File: src/bit_flag_exec_cfg.svh
// Status flag positions, cycle counts and reset values
`ifndef BIT_FLAG_EXEC_CFG_SVH
`define BIT_FLAG_EXEC_CFG_SVH
`define FLAG_C_POS 3'h0
`define FLAG_Z_POS 3'h1
`define FLAG_N_POS 3'h2
`define FLAG_V_POS 3'h3
`define FLAG_S_POS 3'h4
`define FLAG_H_POS 3'h5
`define FLAG_T_POS 3'h6
`define FLAG_I_POS 3'h7
`define FLAGS_RESET 8'h00
`define IO_CYCLES 2'h2
`define SINGLE_CYCLES 2'h1
`endif

File: src/bit_flag_exec_pkg.sv
// Types for the bit and flag execute stage
`default_nettype none
package bit_flag_exec_pkg;
  typedef enum logic [3:0] {
    opNop              = 4'h0,
    ioBitSetOp         = 4'h1,
    ioBitClearOp       = 4'h2,
    rotateLeftCarryOp  = 4'h3,
    rotateRightCarryOp = 4'h4,
    bitToFlagOp        = 4'h5,
    flagToBitOp        = 4'h6,
    signFlagSetOp      = 4'h7,
    signFlagClearOp    = 4'h8,
    overflowSetOp      = 4'h9,
    overflowClearOp    = 4'ha,
    halfCarrySetOp     = 4'hb,
    halfCarryClearOp   = 4'hc,
    sleepOp            = 4'hd,
    watchdogRestartOp  = 4'he
  } op_t;
  typedef enum logic [0:0] {
    stIdle   = 1'b0,
    stIoBusy = 1'b1
  } state_t;
endpackage
`default_nettype wire

File: src/bit_and_flag_instruction_exec.sv
// Execute stage for bit, rotate, flag and control instructions
//
// Overview of operation
// - I/O bit set writes one chosen bit high, others kept, two cycles.
// - I/O bit clear writes one chosen bit low, others kept, two cycles.
// - Rotate left through carry, updates Z C N V, one cycle.
// - Rotate right through carry, updates Z C N V, one cycle.
// - Bit store copies register bit into T flag, one cycle.
// - Bit load copies T flag into register bit, one cycle, flags kept.
// - Sign flag set and clear, one cycle, only that flag.
// - Overflow set, one cycle, only that flag.
// - Overflow clear, one cycle, only that flag.
// - Half-carry set and clear, one cycle, only that flag.
// - Sleep takes one cycle, keeps flags, pulses sleep request.
// - Watchdog restart takes one cycle, keeps flags, pulses restart.
`timescale 1ns/1ps
`default_nettype none
`include "bit_flag_exec_cfg.svh"
module bit_and_flag_instruction_exec (
  input  wire logic       mclk,
  input  wire logic       resetn,
  input  wire logic       issueValid,
  input  wire logic [3:0] opCode,
  input  wire logic [2:0] bitSel,
  input  wire logic [5:0] ioAddr,
  input  wire logic [7:0] ioReadData,
  input  wire logic [7:0] regReadData,
  output logic            issueReady,
  output logic      [5:0] ioWriteAddr,
  output logic      [7:0] ioWriteData,
  output logic            ioWriteEn,
  output logic      [5:0] ioReadAddr,
  output logic      [7:0] regWriteData,
  output logic            regWriteEn,
  output logic      [7:0] flagsOut,
  output logic            sleepReq,
  output logic            watchdogRestart,
  output logic            instrDone
);
  bit_flag_exec_pkg::op_t    op;
  bit_flag_exec_pkg::state_t state_reg;
  bit_flag_exec_pkg::state_t state_next;
  logic [7:0] flags_reg;
  logic [7:0] flags_next;
  logic [2:0] ioBit_reg;
  logic       take;
  logic       sleepTake;
  logic [7:0] rotResult;
  logic       rotC;
  logic       rotZ;
  logic       rotN;
  logic       rotV;

  function automatic logic [7:0] bitMask(input logic [2:0] pos);
    bitMask = 8'h01 << pos;
  endfunction

  function automatic logic [7:0] putBit(input logic [7:0] value, input logic [2:0] pos, input logic b);
    putBit = b ? (value | bitMask(pos)) : (value & ~bitMask(pos));
  endfunction

  assign op         = bit_flag_exec_pkg::op_t'(opCode);
  // Stalling during the write half of an I/O op keeps the port single-issue
  assign issueReady = (state_reg == bit_flag_exec_pkg::stIdle);
  assign take       = issueValid && issueReady;
  assign sleepTake  = take && (op == bit_flag_exec_pkg::sleepOp);
  assign flagsOut   = flags_reg;
  assign ioReadAddr = ioAddr;

  rotate_carry_unit rotUnit (
    .dirRight (op == bit_flag_exec_pkg::rotateRightCarryOp),
    .operand  (regReadData),
    .carryIn  (flags_reg[`FLAG_C_POS]),
    .result   (rotResult),
    .carryOut (rotC),
    .zeroOut  (rotZ),
    .negOut   (rotN),
    .ovfOut   (rotV)
  );

  always_comb begin
    state_next = state_reg;
    if (take && (op == bit_flag_exec_pkg::ioBitSetOp || op == bit_flag_exec_pkg::ioBitClearOp)) begin
      state_next = bit_flag_exec_pkg::stIoBusy;
    end else if (state_reg == bit_flag_exec_pkg::stIoBusy) begin
      state_next = bit_flag_exec_pkg::stIdle;
    end
  end

  always_ff @(posedge mclk) begin
    if (!resetn) begin
      state_reg <= bit_flag_exec_pkg::stIdle;
    end else begin
      state_reg <= state_next;
    end
  end

  // Read sampled in cycle one; modify-write issued in cycle two
  always_ff @(posedge mclk) begin
    if (!resetn) begin
      ioBit_reg   <= 3'h0;
      ioWriteEn   <= 1'b0;
      ioWriteAddr <= 6'h00;
      ioWriteData <= 8'h00;
    end else begin
      ioWriteEn <= 1'b0;
      if (state_next == bit_flag_exec_pkg::stIoBusy) begin
        ioBit_reg   <= bitSel;
        ioWriteAddr <= ioAddr;
        ioWriteData <= putBit(ioReadData, bitSel, op == bit_flag_exec_pkg::ioBitSetOp);
        ioWriteEn  <= 1'b1;
      end
    end
  end

  always_comb begin
    flags_next = flags_reg;
    if (take) begin
      unique case (op)
        bit_flag_exec_pkg::rotateLeftCarryOp, bit_flag_exec_pkg::rotateRightCarryOp: begin
          flags_next[`FLAG_C_POS] = rotC;
          flags_next[`FLAG_Z_POS] = rotZ;
          flags_next[`FLAG_N_POS] = rotN;
          flags_next[`FLAG_V_POS] = rotV;
        end
        bit_flag_exec_pkg::bitToFlagOp:      flags_next[`FLAG_T_POS] = regReadData[bitSel];
        bit_flag_exec_pkg::signFlagSetOp:    flags_next[`FLAG_S_POS] = 1'b1;
        bit_flag_exec_pkg::signFlagClearOp:  flags_next[`FLAG_S_POS] = 1'b0;
        bit_flag_exec_pkg::overflowSetOp:    flags_next[`FLAG_V_POS] = 1'b1;
        bit_flag_exec_pkg::overflowClearOp:  flags_next[`FLAG_V_POS] = 1'b0;
        bit_flag_exec_pkg::halfCarrySetOp:   flags_next[`FLAG_H_POS] = 1'b1;
        bit_flag_exec_pkg::halfCarryClearOp: flags_next[`FLAG_H_POS] = 1'b0;
        default:                             flags_next = flags_reg;
      endcase
    end
  end

  always_ff @(posedge mclk) begin
    if (!resetn) begin
      flags_reg <= `FLAGS_RESET;
    end else begin
      flags_reg <= flags_next;
    end
  end

  always_ff @(posedge mclk) begin
    if (!resetn) begin
      regWriteEn   <= 1'b0;
      regWriteData <= 8'h00;
    end else begin
      regWriteEn <= 1'b0;
      if (take && (op == bit_flag_exec_pkg::rotateLeftCarryOp || op == bit_flag_exec_pkg::rotateRightCarryOp)) begin
        regWriteEn   <= 1'b1;
        regWriteData <= rotResult;
      end else if (take && op == bit_flag_exec_pkg::flagToBitOp) begin
        regWriteEn   <= 1'b1;
        regWriteData <= putBit(regReadData, bitSel, flags_reg[`FLAG_T_POS]);
      end
    end
  end

  always_ff @(posedge mclk) begin
    if (!resetn) begin
      sleepReq        <= 1'b0;
      watchdogRestart <= 1'b0;
      instrDone       <= 1'b0;
    end else begin
      sleepReq        <= sleepTake;
      watchdogRestart <= take && (op == bit_flag_exec_pkg::watchdogRestartOp);
      // Single-cycle ops retire at once; I/O ops retire after the write cycle
      instrDone <= (take && state_next == bit_flag_exec_pkg::stIdle) ||
                   (state_reg == bit_flag_exec_pkg::stIoBusy);
    end
  end

  ioop_two_cycle_a: assert property (@(posedge mclk) disable iff (!resetn)
    take && (op == bit_flag_exec_pkg::ioBitSetOp) |=> ioWriteEn && ioWriteData[ioBit_reg] ##1 instrDone)
    else $error("io set did not finish in two cycles");
  ioclr_write_a: assert property (@(posedge mclk) disable iff (!resetn)
    take && (op == bit_flag_exec_pkg::ioBitClearOp) |=> !ioWriteData[ioBit_reg] && !issueReady)
    else $error("io clear bit not zero");
  rol_carry_a: assert property (@(posedge mclk) disable iff (!resetn)
    take && (op == bit_flag_exec_pkg::rotateLeftCarryOp) |=>
    flagsOut[`FLAG_C_POS] == $past(regReadData[7]) && regWriteData[0] == $past(flags_reg[`FLAG_C_POS]))
    else $error("rotate left carry wrong");
  ror_carry_a: assert property (@(posedge mclk) disable iff (!resetn)
    take && (op == bit_flag_exec_pkg::rotateRightCarryOp) |=>
    flagsOut[`FLAG_C_POS] == $past(regReadData[0]) && regWriteData[7] == $past(flags_reg[`FLAG_C_POS]))
    else $error("rotate right carry wrong");
  bst_only_t_a: assert property (@(posedge mclk) disable iff (!resetn)
    take && (op == bit_flag_exec_pkg::bitToFlagOp) |=>
    (flagsOut & 8'hbf) == ($past(flags_reg) & 8'hbf))
    else $error("bit store touched other flags");
  bld_flags_a: assert property (@(posedge mclk) disable iff (!resetn)
    take && (op == bit_flag_exec_pkg::flagToBitOp) |=> regWriteEn && $stable(flagsOut))
    else $error("bit load changed flags");
  sign_set_a: assert property (@(posedge mclk) disable iff (!resetn)
    take && (op == bit_flag_exec_pkg::signFlagSetOp) |=> flagsOut[`FLAG_S_POS])
    else $error("sign flag not set");
  sign_clear_a: assert property (@(posedge mclk) disable iff (!resetn)
    take && (op == bit_flag_exec_pkg::signFlagClearOp) |=> !flagsOut[`FLAG_S_POS])
    else $error("sign flag not cleared");
  ovf_set_a: assert property (@(posedge mclk) disable iff (!resetn)
    take && (op == bit_flag_exec_pkg::overflowSetOp) |=> flagsOut[`FLAG_V_POS])
    else $error("overflow not set");
  ovf_clear_a: assert property (@(posedge mclk) disable iff (!resetn)
    take && (op == bit_flag_exec_pkg::overflowClearOp) |=> !flagsOut[`FLAG_V_POS])
    else $error("overflow not cleared");
  half_set_a: assert property (@(posedge mclk) disable iff (!resetn)
    take && (op == bit_flag_exec_pkg::halfCarrySetOp) |=> flagsOut[`FLAG_H_POS])
    else $error("half carry not set");
  half_clear_a: assert property (@(posedge mclk) disable iff (!resetn)
    take && (op == bit_flag_exec_pkg::halfCarryClearOp) |=> !flagsOut[`FLAG_H_POS])
    else $error("half carry not cleared");
  // A second sleep taken back to back legally keeps the request high
  sleep_pulse_a: assert property (@(posedge mclk) disable iff (!resetn)
    sleepTake |=> sleepReq && $stable(flagsOut) ##1 (!sleepReq || $past(sleepTake)))
    else $error("sleep request not one pulse");
  wdr_pulse_a: assert property (@(posedge mclk) disable iff (!resetn)
    take && (op == bit_flag_exec_pkg::watchdogRestartOp) |=> watchdogRestart && instrDone)
    else $error("watchdog restart missing");
  unknown_nop_a: assert property (@(posedge mclk) disable iff (!resetn)
    take && (opCode == 4'hf || opCode == 4'h0) |=> $stable(flagsOut) && !regWriteEn && !ioWriteEn && instrDone)
    else $error("unknown opcode had effect");
endmodule
`default_nettype wire

File: src/rotate_carry_unit.sv
// Rotate through carry with flag results
`timescale 1ns/1ps
`default_nettype none
module rotate_carry_unit (
  input  wire logic       dirRight,
  input  wire logic [7:0] operand,
  input  wire logic       carryIn,
  output logic      [7:0] result,
  output logic            carryOut,
  output logic            zeroOut,
  output logic            negOut,
  output logic            ovfOut
);
  always_comb begin
    if (dirRight) begin
      result   = {carryIn, operand[7:1]};
      carryOut = operand[0];
    end else begin
      result   = {operand[6:0], carryIn};
      carryOut = operand[7];
    end
    zeroOut = (result == 8'h00);
    negOut  = result[7];
    // Overflow is N xor C after any rotate
    ovfOut  = result[7] ^ carryOut;
  end
endmodule
`default_nettype wire

File: config.mk
export PLATFORM = sky130hd
export DESIGN_NAME = bit_and_flag_instruction_exec
export DESIGN_NICKNAME = d
export VERILOG_FILES = /design/src/bit_flag_exec_pkg.sv /design/src/bit_and_flag_instruction_exec.sv /design/src/rotate_carry_unit.sv
export VERILOG_INCLUDE_DIRS = /design/src
export SDC_FILE = /design/constraint.sdc
export NUM_CORES = 1
export LEC_CHECK = 0
export BUFFER_PORTS_ARGS = -buffer_cell sky130_fd_sc_hd__buf_2
export CORE_MARGIN = 4
export CORE_UTILIZATION = 34
export DETAILED_ROUTE_END_ITERATION = 7
export PLACE_DENSITY = 0.57
export SYNTH_ARGS = -nofsm -noshare
export SYNTH_HDL_FRONTEND = slang
export SYNTH_SLANG_ARGS = --single-unit
File: constraint.sdc
create_clock -name mclk -period 3 [get_ports mclk]
set_clock_uncertainty 0.2 [all_clocks]
set_input_delay 0.3 -clock mclk [delete_from_list [all_inputs] [get_ports mclk]]
set_output_delay 0.3 -clock mclk [all_outputs]
set_load 0.01 [all_outputs]
# Word level (Yosys, flattened, before mapping)
# Cells that the tools add are included.
[word_totals] reg_bits=35 inputBits=32 wordCells=74
[classes] n_lt_le_gt_ge=1 n_eq_ne=14 shifts=1 n_mux=15 n_bitwise=8 n_reduce_logical=21
[op_table] op="$mux 8" n=5
[op_table] op="$eq 4x4->1 const B" n=7
[op_table] op="$and 8x8->8" n=2
[op_table] op="$eq 4x3->1 const B" n=4
[op_table] op="$or 8x8->8" n=2
[op_table] op="$reduce_and 2->1" n=5
[op_table] op="$eq 4x2->1 const B" n=2
[op_table] op="$logic_not 8->1" n=1
[op_table] op="$not 8->8" n=1
[op_table] op="$shl 1x3->8 const A" n=1
[op_table] op="$logic_and 1x1->1" n=7
[op_table] op="$mux 1" n=6
[op_table] op="$reduce_bool 2->1" n=3
[op_table] op="$eq 4x1->1 const B" n=1
[op_table] op="$lt 3x4->1 const B" n=1
[op_table] op="$pmux 1 s2" n=2
[op_table] op="$bmux 1 s3" n=1
[op_table] op="$logic_or 1x1->1" n=3
[op_table] op="$pmux 1 s3" n=1
[op_table] op="$reduce_bool 3->1" n=1
[op_table] op="$not 1->1" n=2
[op_table] op="$reduce_or 2->1" n=1
[op_table] op="$xor 1x1->1" n=1

# Longest topological paths before layout
[depth] word_depth=7 ltp_mapped=6

# By module
# From an unflattened synthesis, not the netlist that was laid out.
[unflattened] cells_unflattened=220 area_unflattened_um2=2062.0
[modules_own_cells] mod="bit_and_flag_instruction_exec" instances=1 cells_each=201 area_each_um2=1905.6 seq_area_each_um2=680.7
[modules_own_cells] mod="rotate_carry_unit" instances=1 cells_each=19 area_each_um2=156.4 seq_area_each_um2=0.0

# Worst setup path after synthesis
# OpenSTA, ideal clock, no wires.
[synth_path] kind="input to register" startpoint="input port opCode[0]" endpoint="register regWriteData[2]" arrival_time_ns=1.478 required_ns=2.668 path_slack_ns=1.190 cell_stages=6 n_path_buf=2 path_cell_list="or4b_1 buf_2 buf_6 mux2_4 nand2_2 a21oi_2"
[synth_between] elab_chain_len=4 word_cells_on_any_way=9 cone_classes="3 x eq/ne; 2 x mux; 4 x reduce/logical"
[synth_rtl] item="start: declaration" line_no="bit_and_flag_instruction_exec.sv:23" source="input wire logic [3:0] opCode,"
[synth_rtl] item="$eq 4x2->1 or $eq 4x3->1 (tied branches)" line_no="bit_and_flag_instruction_exec.sv:152, bit_and_flag_instruction_exec.sv:71"
[synth_rtl] item="$logic_or 1x1->1" line_no="bit_and_flag_instruction_exec.sv:152" source="if (take && (op == bit_flag_exec_pkg::rotateLeftCarryOp || op == bit_flag_exec_pkg::rotateRightCarryOp)) begin"
[synth_rtl] item="$logic_and 1x1->1" line_no="bit_and_flag_instruction_exec.sv:152"
[synth_rtl] item="$mux 8 or $reduce_bool 2->1 (tied branches)"
[synth_rtl] item="end signal: assignment" line_no="bit_and_flag_instruction_exec.sv:154" source="regWriteData <= rotResult;"
[synth_rtl] item="end signal: assignment" line_no="bit_and_flag_instruction_exec.sv:157" source="regWriteData <= putBit(regReadData, bitSel, flags_reg[`FLAG_T_POS]);"
[synth_rtl] item="end: declaration" line_no="bit_and_flag_instruction_exec.sv:33" source="output logic [7:0] regWriteData,"
# Several ways; a longest one is shown, not always the timed one.
# A chain may end at the register's enable or synchronous reset.

# Worst setup path after layout
[layout_path] startpoint="register state_reg" endpoint="register ioWriteData[0]"
[layout_between] elab_chain_len=4
[layout_rtl] item="start: declaration" line_no="bit_and_flag_instruction_exec.sv:41" source="bit_flag_exec_pkg::state_t state_reg;"
[layout_rtl] item="start signal: assignment" line_no="bit_and_flag_instruction_exec.sv:92" source="state_reg <= bit_flag_exec_pkg::stIdle;"
[layout_rtl] item="start signal: assignment" line_no="bit_and_flag_instruction_exec.sv:94" source="state_reg <= state_next;"
[layout_rtl] item="$not 1->1" line_no="bit_and_flag_instruction_exec.sv:64" source="assign issueReady = (state_reg == bit_flag_exec_pkg::stIdle);"
[layout_rtl] item="$logic_and 1x1->1" line_no="bit_and_flag_instruction_exec.sv:65" source="assign take = issueValid && issueReady;"
[layout_rtl] item="$logic_and 1x1->1" line_no="bit_and_flag_instruction_exec.sv:83" source="if (take && (op == bit_flag_exec_pkg::ioBitSetOp || op == bit_flag_exec_pkg::ioBitClearOp)) begin"
[layout_rtl] item="$mux 1" line_no="bit_and_flag_instruction_exec.sv:83"
[layout_rtl] item="end signal: assignment" line_no="bit_and_flag_instruction_exec.sv:110" source="ioWriteData <= putBit(ioReadData, bitSel, op == bit_flag_exec_pkg::ioBitSetOp);"
[layout_rtl] item="end: declaration" line_no="bit_and_flag_instruction_exec.sv:30" source="output logic [7:0] ioWriteData,"
# No other way between the ends.

==> reports/results.ini <==
[global_route]
grt_max_degree = 22
grtUsageMet2_pct = 25.4
grt_pass1_vias = 1717
busiest_layer = met2
grt_use_met1_pct = 19.7
grt_pass1_wl_um = 8780
track_usage_pct = 15.5
grtUsageMet3_pct = 4.56
antenna_found_initial = 0
overflow = 0

[pwr]
p_int_uw = 726
clkPwrFrac_pct = 36.0
seqPwrFrac_pct = 46.9
p_leak_nw = 1.02
p_sw_uw = 285
powerDensity_nw_per_um2 = 436
combinationalPowerShare_pct = 17.1
switching_share_pct = 28.2
peakVddDrop_uv = 168

[sta]
fmax_mhz = 460
finalMaxSlewViolations = 0
max-slew-margin-rel_pct = 53.9
hold_viol_final = 0
worst_pin_slew_ns = 0.686
fin_setup_tns_ns = 0
timing.hold.ws_ns = 0.0616
fin_crit_ns = 2.17
setup_viol = 0
rsz0062_at_grt = false
layout_setup_ws_ns = 0.827
timing.final.crit_share_pct = 72.4

[worst_hold_path]
hp-class = input port to register
hp-start = ioAddr[5]
hold_depth = 3
min_to = ioWriteAddr[5]

[routing]
routed_wl_um = 5190
route.detailed.drc = 0
antenna_left = 0
first_pass_iters = 4
vias = 1737
drt-initial-drc-count = 77
avgRoutedWirePerCell_um = 15.4
vias_per_cell = 5.15

[layout]
multi_input_area_sq_um = 1070
fill_cells = 571
seq_area_sq_um = 681
fin_cells = 337
final_cell_mix = buf_2, dfxtp_1, mux2i_1, nor2_1, nand2_1
synthToLayoutAreaGrowth_pct = 20.8
final_util_pct = 42.1
final_common_cell = buf_2
antenna-diode-count = 0
layout.nets = 296
layout-drive-gt1-share_pct = 38.1

[synth]
ys_seq_area_share_pct = 35.4
synthFlopType = dfxtp_1
postSynth.asyncResetShare_pct = 0
ys_ff_latch = 34
synth_warnings = 0
syn_area_per_cell_sq_um = 9.20
synth_area_sq_um = 1920
synth_cell_type_count = 47
syn_inst = 209
synth_edf_count = 0
syn_nets = 241

[critical_path]
crit_path_start_kind = register
timing.rr.end = ioWriteData[0]
crit_arrival_ns = 2.20
worstPathMaxFanout = 16
reg2reg_from = state_reg
regToRegSetupSlack_ns = 0.83
required_ns = 3.02
end_kind = register
r2r_cells = 5
crit_type = register to register

[clocking]
hold_buffers = 0
path_clk_slew_ns = 0.08
post-cts-setup-buffers = 0
clock-sinks = 34
htreeDepth = 2
insertion_delay_ns = 0.28
cts_buffers = 5
cts-root-buf = clkbuf_8
cts_tree = done
cts_resized = 0
clk_path_buf_depth = 2

[placement]
port-buffer-count = 72
routabilityCongestion = 0.787
dp_hpwl_um = 3750
dp.cells = 329
place_ws_ns = 0.804

[job]
cap_viol_max_count = 0

[floorplanning]
core_area_sq_um = 5510
initial_utilization_pct = 34.9
num_rows = 27
ioPinCount = 74
dieArea_sq_um = 6920
die_w_um = 83.2
chipHeight_um = 83.2

[outcome]
status = finished, final reports clean

layer usage:
metal | vias to the layer above | routed length [um]
met5 | - | 0
met4 | 0 | 49
met3 | 4 | 354
met2 | 57 | 2380
met1 | 815 | 2410
li1 | 861 | -
per-stage QoR:
step / total power, mW / area [sq um]
after floorplan: 0.604 / 1920
after global placement: 0.658 / 2230
after detailed placement: 0.658 / 2230
after CTS: 1.03 / 2320
after global routing: 1.06 / 2320
final: 1.01 / 2320
cell usage after synthesis, drive strengths merged (5+ instances only):
cell type / number / area, sq um
a21oi: 15 / 86.3
dfxtp: 34 / 681
buf: 21 / 143
clkbuf: 5 / 18.8
mux2: 7 / 86.3
nand2: 15 / 61.3
o21ai: 12 / 60.1
mux2i: 21 / 210
nand3b: 5 / 37.5
nand2b: 6 / 37.5
nor3: 6 / 30.0
nor2: 15 / 56.3
a31oi: 5 / 31.3
power by group through the flow:
stage,clock (mW),combinational (mW),sequential (mW)
2_1_floorplan,0,0.113,0.490
3_3_place_gp,0,0.173,0.485
3_5_place_dp,0,0.173,0.484
4_1_cts,0.380,0.174,0.474
5_1_grt,0.397,0.191,0.476
6_report,0.364,0.173,0.474
critical path, cell delays in order, from the launching register on:
cell and delay (ns):
dfxtp_1 0.34, nand2b_1 0.35, nor4_4 0.68, buf_4 0.31, o21ai_0 0.09, a21oi_1 0.14
cells by family after synthesis:
logic type | Yosys count | share of synthesized area [%]
flops | 34 | 35.4
xor+xnor | 3 | 1.37
compound gates | 51 | 18.6
simple gates | 62 | 17.9
mux | 30 | 17.8
buf+inv | 28 | 8.79
other cells | 1 | 0.195
worst max-delay path by stage:
| stage | startpoint | to | slack, ns | cells after the start |
|---|---|---|---|---|
| finish | state_reg | ioWriteData[0] | 0.83 | 5 |
| floorplan | opCode[0] | regWriteData[2] | 1.19 | 6 |
| global placement | issueValid | ioWriteData[6] | 0.76 | 6 |
| CTS | state_reg | ioWriteData[0] | 0.78 | 5 |
| global route | state_reg | ioWriteData[4] | 0.61 | 5 |
| detailed placement | opCode[0] | flagsOut[3] | 0.80 | 5 |
final cells by class:
type	instances	share of cell area [%]
Multi-Input combinational cell	147	46.2
Sequential cell	34	29.3
Timing Repair Buffer	74	16.2
Tap cell	72	3.88
Clock buffer	6	3.56
Clock inverter	2	0.539
Inverter	2	0.323
Power figures use the tool's default switching activity.
